File: src/dlb_consts.svh
`ifndef DLB_CONSTS_SVH
`define DLB_CONSTS_SVH
// Function
// - Link indicator follows framed packet arrival
// - Restart timer expiry restarts and reconnects
// - Restart threshold 50 s startup, 4 s data
// - Remote loop end uses 60 s threshold
// - Local generator running uses 60 s threshold
// - Generator stops after 45 s, data restored
// - Timeout blinks error indicator until switch up
// - Pattern inserted after framer, sent unframed
// - Generator timeout precedes peer restart expiry
// - Remote end loops received pattern back
// - Originator checks pattern, flashes on errors
// - Switch down starts loop and clean pattern
// - Pattern switch up injects deliberate errors
// - Flash per CRC error (link up, generator idle) or bit error
// - Test mode indicator lit during tests
`define DLB_CLK_PERIOD_NS 5
`define DLB_TICK_NS       1000000
`define DLB_TICKS_PER_S   1000
`define DLB_STARTUP_S     50
`define DLB_DATA_S        4
`define DLB_GEN_EN_S      60
`define DLB_RDL_END_S     60
`define DLB_GEN_TIMEOUT_S 45
`define DLB_FLASH_MS      100
`define DLB_BLINK_MS      250
`define DLB_INJECT_GAP    256
`define DLB_FIFO_DEPTH    4
`define DLB_PRBS_SEED     9'h1ff
`define DLB_PRBS_TAP_A    8
`define DLB_PRBS_TAP_B    4
`define DLB_TW            20
`endif

File: src/dlb_pkg.sv
package dlb_pkg;
   typedef enum logic [0:0] {
      LM_STARTUP = 1'b0,
      LM_DATA    = 1'b1
   } dlb_mode_t;
   typedef enum logic [1:0] {
      GS_IDLE = 2'b00,
      GS_RUN  = 2'b01,
      GS_DONE = 2'b10
   } dlb_gen_t;
   typedef enum logic [1:0] {
      SRC_FRAMER = 2'b00,
      SRC_GEN    = 2'b01,
      SRC_LOOP   = 2'b10
   } dlb_src_t;
endpackage

File: src/dlb_ctrl.sv
`timescale 1ns/10ps
`include "dlb_consts.svh"
module dlb_ctrl
   import dlb_pkg::*;
#(
   parameter int TICK_CYC     = `DLB_TICK_NS / `DLB_CLK_PERIOD_NS,
   parameter int TICKS_PER_S  = `DLB_TICKS_PER_S,
   parameter int STARTUP_TCK  = `DLB_STARTUP_S * TICKS_PER_S,
   parameter int DATA_TCK     = `DLB_DATA_S * TICKS_PER_S,
   parameter int GEN_EN_TCK   = `DLB_GEN_EN_S * TICKS_PER_S,
   parameter int RDL_END_TCK  = `DLB_RDL_END_S * TICKS_PER_S,
   parameter int GEN_TO_TCK   = `DLB_GEN_TIMEOUT_S * TICKS_PER_S,
   parameter int FLASH_TCK    = `DLB_FLASH_MS,
   parameter int BLINK_TCK    = `DLB_BLINK_MS,
   parameter int INJECT_GAP   = `DLB_INJECT_GAP,
   parameter int FIFO_DEPTH   = `DLB_FIFO_DEPTH
) (
   input  wire logic CLK_I,
   input  wire logic SYS_RST_I,
   input  wire logic RX_PKT_I,
   input  wire logic RX_PKT_FRAMED_I,
   input  wire logic CRC_ERR_I,
   input  wire logic TEST_SW_I,
   input  wire logic PAT_ERR_SW_I,
   input  wire logic REMOTE_LOOP_REQ_I,
   input  wire logic FR_TX_VALID_I,
   input  wire logic FR_TX_BIT_I,
   output logic      FR_TX_READY_O,
   output logic      LINE_TX_VALID_O,
   output logic      LINE_TX_BIT_O,
   input  wire logic LINE_TX_READY_I,
   input  wire logic LINE_RX_VALID_I,
   input  wire logic LINE_RX_BIT_I,
   output logic      FR_RX_VALID_O,
   output logic      FR_RX_BIT_O,
   output logic      LINK_IND_O,
   output logic      RESTART_O,
   output logic      REMOTE_DIGITAL_LOOP_O,
   output logic      ERROR_INDICATOR_O,
   output logic      TEST_MODE_INDICATOR_O
);
   localparam int TW = `DLB_TW;

   logic [31:0]   div_r;
   logic          tick;
   logic          link_r;
   dlb_mode_t     mode_r;
   logic [TW-1:0] run_cnt_r;
   logic [TW-1:0] thr;
   logic [TW-1:0] thr_q_r;
   logic          restart;
   logic          restart_r;
   dlb_gen_t      gen_r;
   logic [TW-1:0] gen_cnt_r;
   logic [8:0]    prbs_r;
   logic [8:0]    chk_r;
   logic [3:0]    sync_r;
   logic [15:0]   inj_cnt_r;
   logic          inject;
   logic          gen_bit;
   logic          bit_err;
   logic [TW-1:0] flash_r;
   logic [TW-1:0] blink_cnt_r;
   logic          blink_r;
   logic          err_ind_r;
   logic          tm_ind_r;
   logic          loop_cmd_r;
   logic          fr_rx_v_r;
   logic          fr_rx_b_r;
   dlb_src_t      src;
   logic          f_in_valid;
   logic          f_in_data;
   logic          f_in_ready;
   logic          gen_take;

   // Seconds-scale timers run on a millisecond tick
   always_ff @(posedge CLK_I or posedge SYS_RST_I) begin
      if (SYS_RST_I) begin
         div_r <= '0;
      end else if (div_r == 32'(TICK_CYC - 1)) begin
         div_r <= '0;
      end else begin
         div_r <= div_r + 32'h1;
      end
   end
   assign tick = (div_r == 32'(TICK_CYC - 1));
   always_ff @(posedge CLK_I or posedge SYS_RST_I) begin
      if (SYS_RST_I) begin
         link_r <= 1'b0;
      end else if (restart) begin
         link_r <= 1'b0;
      end else if (RX_PKT_I) begin
         link_r <= RX_PKT_FRAMED_I;
      end
   end

   always_ff @(posedge CLK_I or posedge SYS_RST_I) begin
      if (SYS_RST_I) begin
         mode_r <= LM_STARTUP;
      end else if (restart) begin
         mode_r <= LM_STARTUP;
      end else if (RX_PKT_I && RX_PKT_FRAMED_I) begin
         mode_r <= LM_DATA;
      end
   end

   // Loop and generator both look like a dead line to the framer
   always_comb begin
      if (REMOTE_LOOP_REQ_I) begin
         thr = TW'(RDL_END_TCK);
      end else if (gen_r == GS_RUN) begin
         thr = TW'(GEN_EN_TCK);
      end else if (mode_r == LM_STARTUP) begin
         thr = TW'(STARTUP_TCK);
      end else begin
         thr = TW'(DATA_TCK);
      end
   end

   assign restart = tick && !link_r && (run_cnt_r == thr - TW'(1));
   // New threshold restarts count, so a test end cannot trip it
   always_ff @(posedge CLK_I or posedge SYS_RST_I) begin
      if (SYS_RST_I) begin
         run_cnt_r <= '0;
      end else if (link_r || restart || thr != thr_q_r) begin
         run_cnt_r <= '0;
      end else if (tick) begin
         run_cnt_r <= run_cnt_r + TW'(1);
      end
   end
   always_ff @(posedge CLK_I or posedge SYS_RST_I) begin
      if (SYS_RST_I) begin
         restart_r <= 1'b0;
         thr_q_r   <= TW'(STARTUP_TCK);
      end else begin
         restart_r <= restart;
         thr_q_r   <= thr;
      end
   end
   // Generator only starts from idle, and not while a remote loop is requested
   always_ff @(posedge CLK_I or posedge SYS_RST_I) begin
      if (SYS_RST_I) begin
         gen_r     <= GS_IDLE;
         gen_cnt_r <= '0;
      end else begin
         case (gen_r)
            GS_IDLE: begin
               gen_cnt_r <= '0;
               if (TEST_SW_I && !REMOTE_LOOP_REQ_I) begin
                  gen_r <= GS_RUN;
               end
            end
            GS_RUN: begin
               if (!TEST_SW_I) begin
                  gen_r <= GS_IDLE;
               end else if (tick) begin
                  if (gen_cnt_r == TW'(GEN_TO_TCK - 1)) begin
                     gen_r <= GS_DONE;
                  end else begin
                     gen_cnt_r <= gen_cnt_r + TW'(1);
                  end
               end
            end
            GS_DONE: begin
               if (!TEST_SW_I) begin
                  gen_r <= GS_IDLE;
               end
            end
            default: begin
               gen_r <= GS_IDLE;
            end
         endcase
      end
   end

   always_comb begin
      if (gen_r == GS_RUN) begin
         src = SRC_GEN;
      end else if (REMOTE_LOOP_REQ_I) begin
         src = SRC_LOOP;
      end else begin
         src = SRC_FRAMER;
      end
   end

   assign inject  = PAT_ERR_SW_I && (inj_cnt_r == 16'(INJECT_GAP - 1));
   assign gen_bit = prbs_r[`DLB_PRBS_TAP_A] ^ inject;

   always_comb begin
      case (src)
         SRC_GEN: begin
            f_in_valid = 1'b1;
            f_in_data  = gen_bit;
         end
         SRC_LOOP: begin
            f_in_valid = LINE_RX_VALID_I;
            f_in_data  = LINE_RX_BIT_I;
         end
         default: begin
            f_in_valid = FR_TX_VALID_I;
            f_in_data  = FR_TX_BIT_I;
         end
      endcase
   end

   assign FR_TX_READY_O = (src == SRC_FRAMER) && f_in_ready;
   assign gen_take      = (src == SRC_GEN) && f_in_ready;
   dlb_fifo #(
      .W (1),
      .D (FIFO_DEPTH)
   ) u_fifo (
      .clk_i       (CLK_I),
      .rst_i       (SYS_RST_I),
      .in_valid_i  (f_in_valid),
      .in_data_i   (f_in_data),
      .in_ready_o  (f_in_ready),
      .out_valid_o (LINE_TX_VALID_O),
      .out_data_o  (LINE_TX_BIT_O),
      .out_ready_i (LINE_TX_READY_I)
   );

   // Nine-stage shift register, taps give a 511-bit period
   always_ff @(posedge CLK_I or posedge SYS_RST_I) begin
      if (SYS_RST_I) begin
         prbs_r    <= `DLB_PRBS_SEED;
         inj_cnt_r <= '0;
      end else if (gen_take) begin
         prbs_r <= {prbs_r[7:0],
                    prbs_r[`DLB_PRBS_TAP_A] ^ prbs_r[`DLB_PRBS_TAP_B]};
         if (inj_cnt_r == 16'(INJECT_GAP - 1)) begin
            inj_cnt_r <= '0;
         end else begin
            inj_cnt_r <= inj_cnt_r + 16'h1;
         end
      end
   end

   // Self-synchronising checker; needs nine bits before judging
   always_ff @(posedge CLK_I or posedge SYS_RST_I) begin
      if (SYS_RST_I) begin
         chk_r  <= '0;
         sync_r <= '0;
      end else if (gen_r != GS_RUN) begin
         sync_r <= '0;
      end else if (LINE_RX_VALID_I) begin
         chk_r <= {chk_r[7:0], LINE_RX_BIT_I};
         if (sync_r != 4'h9) begin
            sync_r <= sync_r + 4'h1;
         end
      end
   end

   assign bit_err = (gen_r == GS_RUN) && LINE_RX_VALID_I
                    && (sync_r == 4'h9)
                    && (LINE_RX_BIT_I !=
                        (chk_r[`DLB_PRBS_TAP_A] ^ chk_r[`DLB_PRBS_TAP_B]));

   // Stretch so a single error is visible on the lamp
   always_ff @(posedge CLK_I or posedge SYS_RST_I) begin
      if (SYS_RST_I) begin
         flash_r <= '0;
      end else if (bit_err) begin
         flash_r <= TW'(FLASH_TCK);
      end else if (CRC_ERR_I && link_r && gen_r == GS_IDLE) begin
         flash_r <= TW'(FLASH_TCK);
      end else if (tick && flash_r != '0) begin
         flash_r <= flash_r - TW'(1);
      end
   end

   always_ff @(posedge CLK_I or posedge SYS_RST_I) begin
      if (SYS_RST_I) begin
         blink_cnt_r <= '0;
         blink_r     <= 1'b0;
      end else if (gen_r != GS_DONE) begin
         blink_cnt_r <= '0;
         blink_r     <= 1'b1;
      end else if (tick) begin
         if (blink_cnt_r == TW'(BLINK_TCK - 1)) begin
            blink_cnt_r <= '0;
            blink_r     <= !blink_r;
         end else begin
            blink_cnt_r <= blink_cnt_r + TW'(1);
         end
      end
   end

   always_ff @(posedge CLK_I or posedge SYS_RST_I) begin
      if (SYS_RST_I) begin
         err_ind_r  <= 1'b0;
         tm_ind_r   <= 1'b0;
         loop_cmd_r <= 1'b0;
         fr_rx_v_r  <= 1'b0;
         fr_rx_b_r  <= 1'b0;
      end else begin
         err_ind_r  <= (flash_r != '0)
                       || (gen_r == GS_DONE && blink_r);
         tm_ind_r   <= TEST_SW_I || REMOTE_LOOP_REQ_I;
         loop_cmd_r <= (gen_r == GS_RUN);
         fr_rx_v_r  <= LINE_RX_VALID_I;
         fr_rx_b_r  <= LINE_RX_BIT_I;
      end
   end

   assign LINK_IND_O            = link_r;
   assign RESTART_O             = restart_r;
   assign ERROR_INDICATOR_O     = err_ind_r;
   assign TEST_MODE_INDICATOR_O = tm_ind_r;
   assign REMOTE_DIGITAL_LOOP_O = loop_cmd_r;
   assign FR_RX_VALID_O         = fr_rx_v_r;
   assign FR_RX_BIT_O           = fr_rx_b_r;

   a_link_framed: assert property (@(posedge CLK_I) disable iff (SYS_RST_I)
      RX_PKT_I && !restart |=> LINK_IND_O == $past(RX_PKT_FRAMED_I))
      else $error("link indicator wrong after packet");
   a_restart_at: assert property (@(posedge CLK_I) disable iff (SYS_RST_I)
      RESTART_O |-> $past(run_cnt_r) == $past(thr) - TW'(1)
                    && !$past(link_r))
      else $error("restart at wrong count");
   a_restart_mode: assert property (@(posedge CLK_I) disable iff (SYS_RST_I)
      RESTART_O |-> mode_r == LM_STARTUP && !LINK_IND_O)
      else $error("restart did not return to startup");
   a_thr_data: assert property (@(posedge CLK_I) disable iff (SYS_RST_I)
      mode_r == LM_DATA && gen_r != GS_RUN && !REMOTE_LOOP_REQ_I
      |-> thr == TW'(DATA_TCK))
      else $error("data mode threshold wrong");
   a_thr_remote: assert property (@(posedge CLK_I) disable iff (SYS_RST_I)
      REMOTE_LOOP_REQ_I |-> thr == TW'(RDL_END_TCK))
      else $error("remote end threshold wrong");
   a_thr_gen: assert property (@(posedge CLK_I) disable iff (SYS_RST_I)
      gen_r == GS_RUN |-> thr == TW'(GEN_EN_TCK) && src == SRC_GEN)
      else $error("generator threshold or source wrong");
   a_gen_timeout: assert property (@(posedge CLK_I) disable iff (SYS_RST_I)
      gen_r == GS_RUN && TEST_SW_I && tick
      && gen_cnt_r == TW'(GEN_TO_TCK - 1)
      |=> gen_r == GS_DONE ##1 src != SRC_GEN)
      else $error("generator did not time out");
   a_gen_bound: assert property (@(posedge CLK_I) disable iff (SYS_RST_I)
      gen_cnt_r < TW'(GEN_TO_TCK) && GEN_TO_TCK < RDL_END_TCK)
      else $error("generator outlives peer timer");
   a_done_hold: assert property (@(posedge CLK_I) disable iff (SYS_RST_I)
      gen_r == GS_DONE && TEST_SW_I |=> gen_r == GS_DONE)
      else $error("timeout state left with switch down");
   a_done_clear: assert property (@(posedge CLK_I) disable iff (SYS_RST_I)
      gen_r == GS_DONE && !TEST_SW_I
      |=> gen_r == GS_IDLE ##1 (!ERROR_INDICATOR_O || $past(flash_r) != '0))
      else $error("blink not stopped by switch");
   a_loop_data: assert property (@(posedge CLK_I) disable iff (SYS_RST_I)
      src == SRC_LOOP |-> f_in_valid == LINE_RX_VALID_I
                          && f_in_data == LINE_RX_BIT_I)
      else $error("loopback path not closed");
   a_err_flash: assert property (@(posedge CLK_I) disable iff (SYS_RST_I)
      bit_err |=> ##1 ERROR_INDICATOR_O)
      else $error("bit error not flashed");
   a_err_inject: assert property (@(posedge CLK_I) disable iff (SYS_RST_I)
      gen_take && inject |-> f_in_data != prbs_r[`DLB_PRBS_TAP_A])
      else $error("error not injected");
   a_tm_ind: assert property (@(posedge CLK_I) disable iff (SYS_RST_I)
      TEST_SW_I || REMOTE_LOOP_REQ_I |=> TEST_MODE_INDICATOR_O)
      else $error("test mode indicator off");

   c_restart: cover property (@(posedge CLK_I) disable iff (SYS_RST_I)
      RESTART_O);
   c_timeout: cover property (@(posedge CLK_I) disable iff (SYS_RST_I)
      gen_r == GS_RUN ##1 gen_r == GS_DONE);
   c_bit_err: cover property (@(posedge CLK_I) disable iff (SYS_RST_I)
      bit_err);
   c_loop: cover property (@(posedge CLK_I) disable iff (SYS_RST_I)
      src == SRC_LOOP && LINE_RX_VALID_I && f_in_ready);
endmodule

File: src/dlb_fifo.sv
`timescale 1ns/10ps
module dlb_fifo #(
   parameter int W = 1,
   parameter int D = 4
) (
   input  wire logic         clk_i,
   input  wire logic         rst_i,
   input  wire logic         in_valid_i,
   input  wire logic [W-1:0] in_data_i,
   output logic              in_ready_o,
   output logic              out_valid_o,
   output logic [W-1:0]      out_data_o,
   input  wire logic         out_ready_i
);
   localparam int AW = (D > 1) ? $clog2(D) : 1;
   logic [W-1:0]  mem_r [D];
   logic [AW-1:0] wp_r;
   logic [AW-1:0] rp_r;
   logic [AW:0]   cnt_r;
   logic          push;
   logic          pop;

   assign in_ready_o  = (cnt_r != (AW+1)'(D));
   assign out_valid_o = (cnt_r != '0);
   assign push        = in_valid_i && in_ready_o;
   assign pop         = out_valid_o && out_ready_i;
   assign out_data_o  = mem_r[rp_r];

   always_ff @(posedge clk_i) begin
      if (push) begin
         mem_r[wp_r] <= in_data_i;
      end
   end

   always_ff @(posedge clk_i or posedge rst_i) begin
      if (rst_i) begin
         wp_r  <= '0;
         rp_r  <= '0;
         cnt_r <= '0;
      end else begin
         if (push) begin
            wp_r <= (wp_r == AW'(D-1)) ? '0 : wp_r + 1'b1;
         end
         if (pop) begin
            rp_r <= (rp_r == AW'(D-1)) ? '0 : rp_r + 1'b1;
         end
         cnt_r <= cnt_r + (AW+1)'(push) - (AW+1)'(pop);
      end
   end
endmodule

File: config.mk
export PLATFORM = sky130hd
export DESIGN_NAME = dlb_ctrl
export DESIGN_NICKNAME = d
export VERILOG_FILES = /design/src/dlb_pkg.sv /design/src/dlb_ctrl.sv /design/src/dlb_fifo.sv
export VERILOG_INCLUDE_DIRS = /design/src /design/src/src
export SDC_FILE = /design/constraint.sdc
export NUM_CORES = 1
export LEC_CHECK = 0
export BUFFER_PORTS_ARGS = -buffer_cell sky130_fd_sc_hd__buf_2
export CAP_MARGIN = 30
export CORE_MARGIN = 5
export CORE_UTILIZATION = 25
export CTS_BUF_LIST = sky130_fd_sc_hd__clkbuf_8
export DETAILED_ROUTE_END_ITERATION = 10
export HOLD_SLACK_MARGIN = 0.03
export PLACE_DENSITY = 0.42
export SKIP_LAST_GASP = 1
export SYNTH_ARGS = -nofsm -noshare
export SYNTH_HDL_FRONTEND = slang
export SYNTH_SLANG_ARGS = --single-unit
File: constraint.sdc
create_clock -name CLK_I -period 8.4 [get_ports CLK_I]
set_clock_uncertainty 0.15 [all_clocks]
set_input_delay 0.84 -clock CLK_I [delete_from_list [all_inputs] [get_ports CLK_I]]
set_output_delay 0.84 -clock CLK_I [all_outputs]
set_load 0.1 [all_outputs]
Word level (Yosys, flattened, before mapping)
Memories as Yosys holds them, arrays and structs flattened.
Cells that the tools add are included.
{"block": "totals", "input_bits": 13, "wordCells": 147, "ramBits": 4, "n_memories": 1, "ff_bits": 188, "output_inout_bits": 10}
{"block": "op_classes", "eq_ne": 25, "n_bitwise": 4, "reduce_logical": 41, "muxes": 41, "addsub": 12}
{"memory": "u_fifo.mem_r", "words": 4, "word_bits": 1, "read_ports": 1, "rd_ports_with_merged_regs": 0, "write_ports": 1, "line_no": "dlb_fifo.sv:16", "text": "logic [W-1:0] mem_r [D];"}
{"cell": "$mux 20", "n": 11}
{"cell": "$mux 16", "n": 4}
{"cell": "$add 20x1->20 const B", "n": 3}
{"cell": "$pmux 20 s2", "n": 1}
{"cell": "$sub 20x1->20 const B", "n": 2}
{"cell": "$add 32x1->32 const B", "n": 1}
{"cell": "$eq 32x18->1 const B", "n": 1}
{"cell": "$mux 32", "n": 1}
{"cell": "$eq 20x16->1 const B", "n": 1}
{"cell": "$eq 20x20->1", "n": 1}
{"cell": "$eq 20x8->1 const B", "n": 1}
{"cell": "$ne 20x20->1", "n": 1}
{"cell": "$reduce_bool 20->1", "n": 1}
{"cell": "$mux 2", "n": 9}
{"cell": "$add 16x1->16 const B", "n": 1}
{"cell": "$eq 16x8->1 const B", "n": 1}
{"cell": "$logic_and 1x1->1", "n": 16}
{"cell": "$reduce_bool 2->1", "n": 8}
{"cell": "$mux 4", "n": 3}
{"cell": "$ne 2x2->1 const B", "n": 6}
{"cell": "$mux 1", "n": 9}
{"cell": "$ne 3x3->1 const B", "n": 3}
{"cell": "$eq 2x2->1 const B", "n": 4}
{"cell": "$reduce_and 4->1", "n": 2}
{"cell": "18 further kinds", "n": 32}

Longest topological paths before layout
{"block": "depth", "depth_word": 9, "mapped_depth": 12}

Cells and area by module
From an unflattened synthesis, not the netlist that was laid out.
{"block": "hier_totals", "hier_cells": 885, "area_unflattened_um2": 8931.1}
{"module": "dlb_ctrl", "instances": 1, "seq_area_each_um2": 4194.0, "cells_per_inst": 841, "area_each_um2": 8336.7}
{"module": "dlb_fifo", "instances": 1, "seq_area_each_um2": 295.3, "cells_per_inst": 44, "area_each_um2": 594.3}

Worst setup path before layout
OpenSTA, ideal clock, no wires.
{"block": "synth_timing", "path_type": "input port to output port", "startpoint": "input REMOTE_LOOP_REQ_I", "endpoint": "output FR_TX_READY_O", "arrival_ns": 2.452, "setup_slack_ns": 4.958, "n_path_buf": 1, "stages": 3, "path_cell_list": "buf_2 -> nand2b_1 -> nor2_1"}
{"block": "synth_via", "elab_chain_cells": 4}
{"item": "from (decl)", "line_no": "dlb_ctrl.sv:25", "text": "input wire logic REMOTE_LOOP_REQ_I,"}
{"item": "$mux 2", "line_no": "dlb_ctrl.sv:179", "text": "end else if (REMOTE_LOOP_REQ_I) begin"}
{"item": "$mux 2", "line_no": "dlb_ctrl.sv:177", "text": "if (gen_r == GS_RUN) begin"}
{"item": "$logic_not 2->1", "line_no": "dlb_ctrl.sv:206", "text": "assign FR_TX_READY_O = (src == SRC_FRAMER) && f_in_ready;"}
{"item": "$logic_and 1x1->1", "line_no": "dlb_ctrl.sv:206"}
{"item": "to (decl)", "line_no": "dlb_ctrl.sv:28", "text": "output logic FR_TX_READY_O,"}
No other way between the ends.

Worst setup path after layout
{"block": "layout_timing", "startpoint": "register gen_r[1]", "endpoint": "register run_cnt_r[15]"}
{"block": "layout_via", "elab_chain_cells": 9, "word_cells_on_any_way": 11, "classes_between": "add/sub: 1; eq/ne: 3; mux: 3; reduce/logical: 4"}
{"item": "from (decl)", "line_no": "dlb_ctrl.sv:53", "text": "dlb_gen_t gen_r;"}
{"item": "from (signal assigned)", "line_no": "dlb_ctrl.sv:143", "text": "gen_r <= GS_IDLE;"}
{"item": "from (signal assigned)", "line_no": "dlb_ctrl.sv:150", "text": "gen_r <= GS_RUN;"}
{"item": "from (signal assigned)", "line_no": "dlb_ctrl.sv:155", "text": "gen_r <= GS_IDLE;"}
{"item": "$eq 2x1->1 *", "line_no": "dlb_ctrl.sv:111", "text": "end else if (gen_r == GS_RUN) begin"}
{"item": "$mux 16 *", "line_no": "dlb_ctrl.sv:111"}
{"item": "$mux 16 *", "line_no": "dlb_ctrl.sv:109", "text": "if (REMOTE_LOOP_REQ_I) begin"}
{"item": "net thr[11]", "line_no": "dlb_ctrl.sv:49", "text": "logic [TW-1:0] thr;"}
{"item": "$sub 20x1->20", "line_no": "dlb_ctrl.sv:120", "text": "assign restart = tick && !link_r && (run_cnt_r == thr - TW'(1));"}
{"item": "$eq 20x20->1", "line_no": "dlb_ctrl.sv:120"}
{"item": "$logic_and 1x1->1", "line_no": "dlb_ctrl.sv:120"}
{"item": "$logic_or 1x1->1", "line_no": "dlb_ctrl.sv:125", "text": "end else if (link_r || restart || thr != thr_q_r) begin"}
{"item": "$logic_or 1x1->1 *", "line_no": "dlb_ctrl.sv:125"}
{"item": "$mux 20 / $reduce_bool 2->1 (equally long branches)"}
{"item": "to (signal assigned)", "line_no": "dlb_ctrl.sv:128", "text": "run_cnt_r <= run_cnt_r + TW'(1);"}
{"item": "to (decl)", "line_no": "dlb_ctrl.sv:48", "text": "logic [TW-1:0] run_cnt_r;"}
Mark *: on every way through the listed nets, which the timed path passes. The rest lies on a longest branch.
A chain may end at the register's enable or synchronous reset.

==> key figures <==
Finish
  • Layout cells sized above 1: 0.1083
  • Number of inserted diodes: 0
  • Area grow syn2layout: 11.30%
  • Final nets: 969
  • # fillers: 3,804

Synth
  • Area contributors post-synth: dfrtp_1 (45%), xor2_1 (4.7%), nand2_1 (4.2%)
  • Synth cell count leaders: dfrtp_1 (162), nand2_1 (101), nor2_1 (77)
  • Syn nets: 954
  • Post-synth top flop: dfrtp_1
  • Top cell type by total area after synthesis: dfrtp_1
  • Number of synthesized flops with an enable pin: 4
  • Synth Area per Inst: 9.776 um2
  • Asr flop ratio synth: 0.9775
  • Post-synthesis cell area: 9024 um2
  • Dominant cell by count in the synthesized netlist: dfrtp_1
  • Syn Inst Count: 923
  • Share of the synthesized area in the top cell type: 0.4493
  • Register area share after synthesis: 0.4975
  • Synthesized flop and latch total: 178
  • Yosys warning count: 0
  • Synth cell types: 61

Critical path
  • WP data required: 8.58 ns
  • CP Capture Type: flip-flop
  • Reg2Reg Depth: 10
  • Buf+Inv Stages, Crit Path: 1
  • Crit-path cells: or2b_4 > nand2_1 > inv_1 > ha_1 > xnor2_1 > or3_1 > mux2i_1 > o2111ai_1 > o21bai_4 > nor2_1
  • Reg-to-reg slack, setup: 5.28 ns
  • Worst reg2reg startpoint: gen_r[1]
  • Worst Setup SP: gen_r[1]
  • Critical path arrival: 3.31 ns
  • Worst setup SP type: flip-flop
  • Worst Setup Path Type: reg -> reg
  • R2r endpoint: run_cnt_r[15]
  • Largest delay contributor family on the critical path: simple AND/OR/NAND/NOR gates
  • Critical path's slowest cell: o21bai_4
  • Crit path largest cell delay: 0.48 ns
  • Worst-path fanout max: 14

Drt
  • Initial DRC Count: 336
  • Via count: 6,647
  • DR DRC count: 0
  • Routed Wire Length: 19,900 um
  • Drt pass-1 iters: 4
  • Antenna Nets Post-Route: 0
  • DR WL/cell: 14.09 um
  • Vias per cell: 4.708

Global routing
  • Initial antenna violation count: 0
  • GR Util All Layers: 0.1042
  • First-pass GRT wire length: 34,240 um
  • GR Overflow Total: 0
  • Largest net degree at the start of global routing: 104
  • Vias in the first global route: 6,583

STA
  • RSZ-0062 raised after global routing: no
  • F_max: 0.3202 GHz
  • Endpoints failing setup: 0
  • Least-Margin Pin Slew: 0.9625 ns
  • Fin crit share: 0.3718
  • Max-slew violations: 0
  • Final setup TNS: 0 ns
  • Slew margin rel.: 0.3540
  • Fin. Hold Viols: 0
  • Min cycle time layout: 3.123 ns

Floorplanning
  • I/O pin count: 23
  • Cell Rows: 69
  • Die W: 200.0 um
  • Total die area: 39,990 um2
  • Die Y: 200.0 um
  • Core area: 35,570 um2
  • Initial Util: 0.2537

Power
  • Clock share of power: 0.335
  • Sequential Power Share: 0.521
  • PD cells: 184.0 nW/um2
  • Leakage: 4.095 nW
  • Net Sw Frac: 0.3011
  • Peak VDD IR: 104.5 uV
  • Combinational power share: 0.144
  • Internal Dissipation: 1.292 mW
  • Switching pwr: 0.5564 mW
  • Tot Pwr: 1.848 mW

Flow run
  • Max-cap viol count: 0

Clocking
  • CTS tree: built
  • Skew-Pair Late Insertion Delay: 0.48 ns
  • Root Buffer: clkbuf_8
  • Worst-path clk slew: 0.10 ns
  • CTS H-tree lvls: 4
  • Clk buf depth: 2
  • Clk sinks: 178
  • CTS Buf Count: 17
  • Hold Buf Count CTS: 0
  • Setup Buffers After CTS: 0
  • Post_cts resized: 0

Run status
  • Status: finished clean

Hold path
  • Worst Hold End: prbs_r[4]
  • Hold Crit Depth: 2
  • Type of the worst min-delay path: reg -> reg
  • Min-Delay Startpoint: prbs_r[3]

Place
  • Gp weighted congestion: 0.7222
  • IO buf count: 22
  • Detail Placement HPWL: 13,390 um
==> metrics by stage <==
stage | hold slack [ns] | setup slack, ns | utilization | area, um2 | std cells
6_report | 0.3022 | 5.277 | 0.2824 | 10040 | 1412
4_1_cts | 0.3066 | 5.246 | 0.2824 | 10040 | 1412
5_1_grt | 0.3272 | 5.020 | 0.2824 | 10040 | 1412
3_5_place_dp | 0.2951 | 4.853 | 0.2711 | 9643 | 1380
3_3_place_gp | 0.2935 | 4.874 | 0.2703 | 9615 | 1379
2_1_floorplan | 0.2846 | 2.713 | - | 9024 | 923
==> power by group through the flow <==
stage	registers [mW]	clock network, mW	logic [mW]
floorplan	0.980	0	0.209
global placement	0.980	0	0.268
detailed placement	0.980	0	0.275
CTS	0.964	0.647	0.274
global route	0.974	0.678	0.302
finish	0.964	0.618	0.266
==> flip-flops by register name, summed over array words and instances (netlist names), 2 cells and up <==
signal	cells
sync_r	4
blink_cnt_r	20
flash_r	20
gen_r	2
u_fifo.wp_r	2
inj_cnt_r	16
div_r	32
chk_r	9
thr_q_r	6
run_cnt_r	20
prbs_r	9
u_fifo.cnt_r	3
gen_cnt_r	20
u_fifo.mem_r	4
u_fifo.rp_r	2
==> cell families (layout without fill, tap and decap cells) <==
group | count (synthesis) | count (layout) | synth area share
AO/OA/AOI/OAI | 121 | 121 | 0.08430
multiplexers | 16 | 16 | 0.02066
buffers and inverters | 62 | 90 | 0.02939
XOR/XNOR | 80 | 80 | 0.07765
flip-flops | 178 | 178 | 0.4975
adder cells (fa/ha/maj) | 18 | 18 | 0.02579
AND/OR/NAND/NOR | 448 | 448 | 0.2647
==> layout make-up <==
| cell class | count | area [um2] | share of cell area |
|---|---|---|---|
| multi-input combinational | 683 | 4274 | 0.4256 |
| timing repair buffer | 30 | 190.2 | 0.01894 |
| tap | 461 | 576.8 | 0.05743 |
| clock buffer | 18 | 247.7 | 0.02467 |
| sequential | 178 | 4489 | 0.4470 |
| clock inverter | 14 | 152.6 | 0.01520 |
| inverter | 28 | 112.6 | 0.01121 |
==> placed cells by master (no fill, tap or decap), drive strengths merged, types with 5 or more instances in the layout <==
master    n
dfrtp   162
nand2   101
nor2     78
nand3    57
xor2     48
nand4    44
o21ai    38
inv      35
a21oi    33
xnor2    32
buf      30
o31ai    28
nor4     26
nor3     23
and3     22
or4      19
clkbuf   18
ha       17
nor2b    16
or3      12
dfstp    12
and2     11
mux2     11
nand2b    9
and4      8
or2       5
==> routing by layer <==
layer	vias to the layer above	wire [um]	track usage
li1	3319	-	-
met1	3269	10280	0.1491
met2	47	9000	0.1621
met3	12	409	0.02115
met4	0	208	0.02642
met5	-	0	0
==> worst max-delay path by stage <==
stage,depth (start not counted),slack [ns],endpoint
finish,10,5.28,run_cnt_r[15]
global route,10,5.02,run_cnt_r[15]
CTS,10,5.25,run_cnt_r[15]
detailed placement,11,4.85,run_cnt_r[15]
global placement,11,4.87,run_cnt_r[19]
floorplan,1,2.71,ERROR_INDICATOR_O
==> tightest hold or removal path, stage by stage (launching register included) <==
cell	delay, ns
dfstp_2	0.38
nand2_1	0.04
nand2_1	0.04
Power figures use the tool's default switching activity.
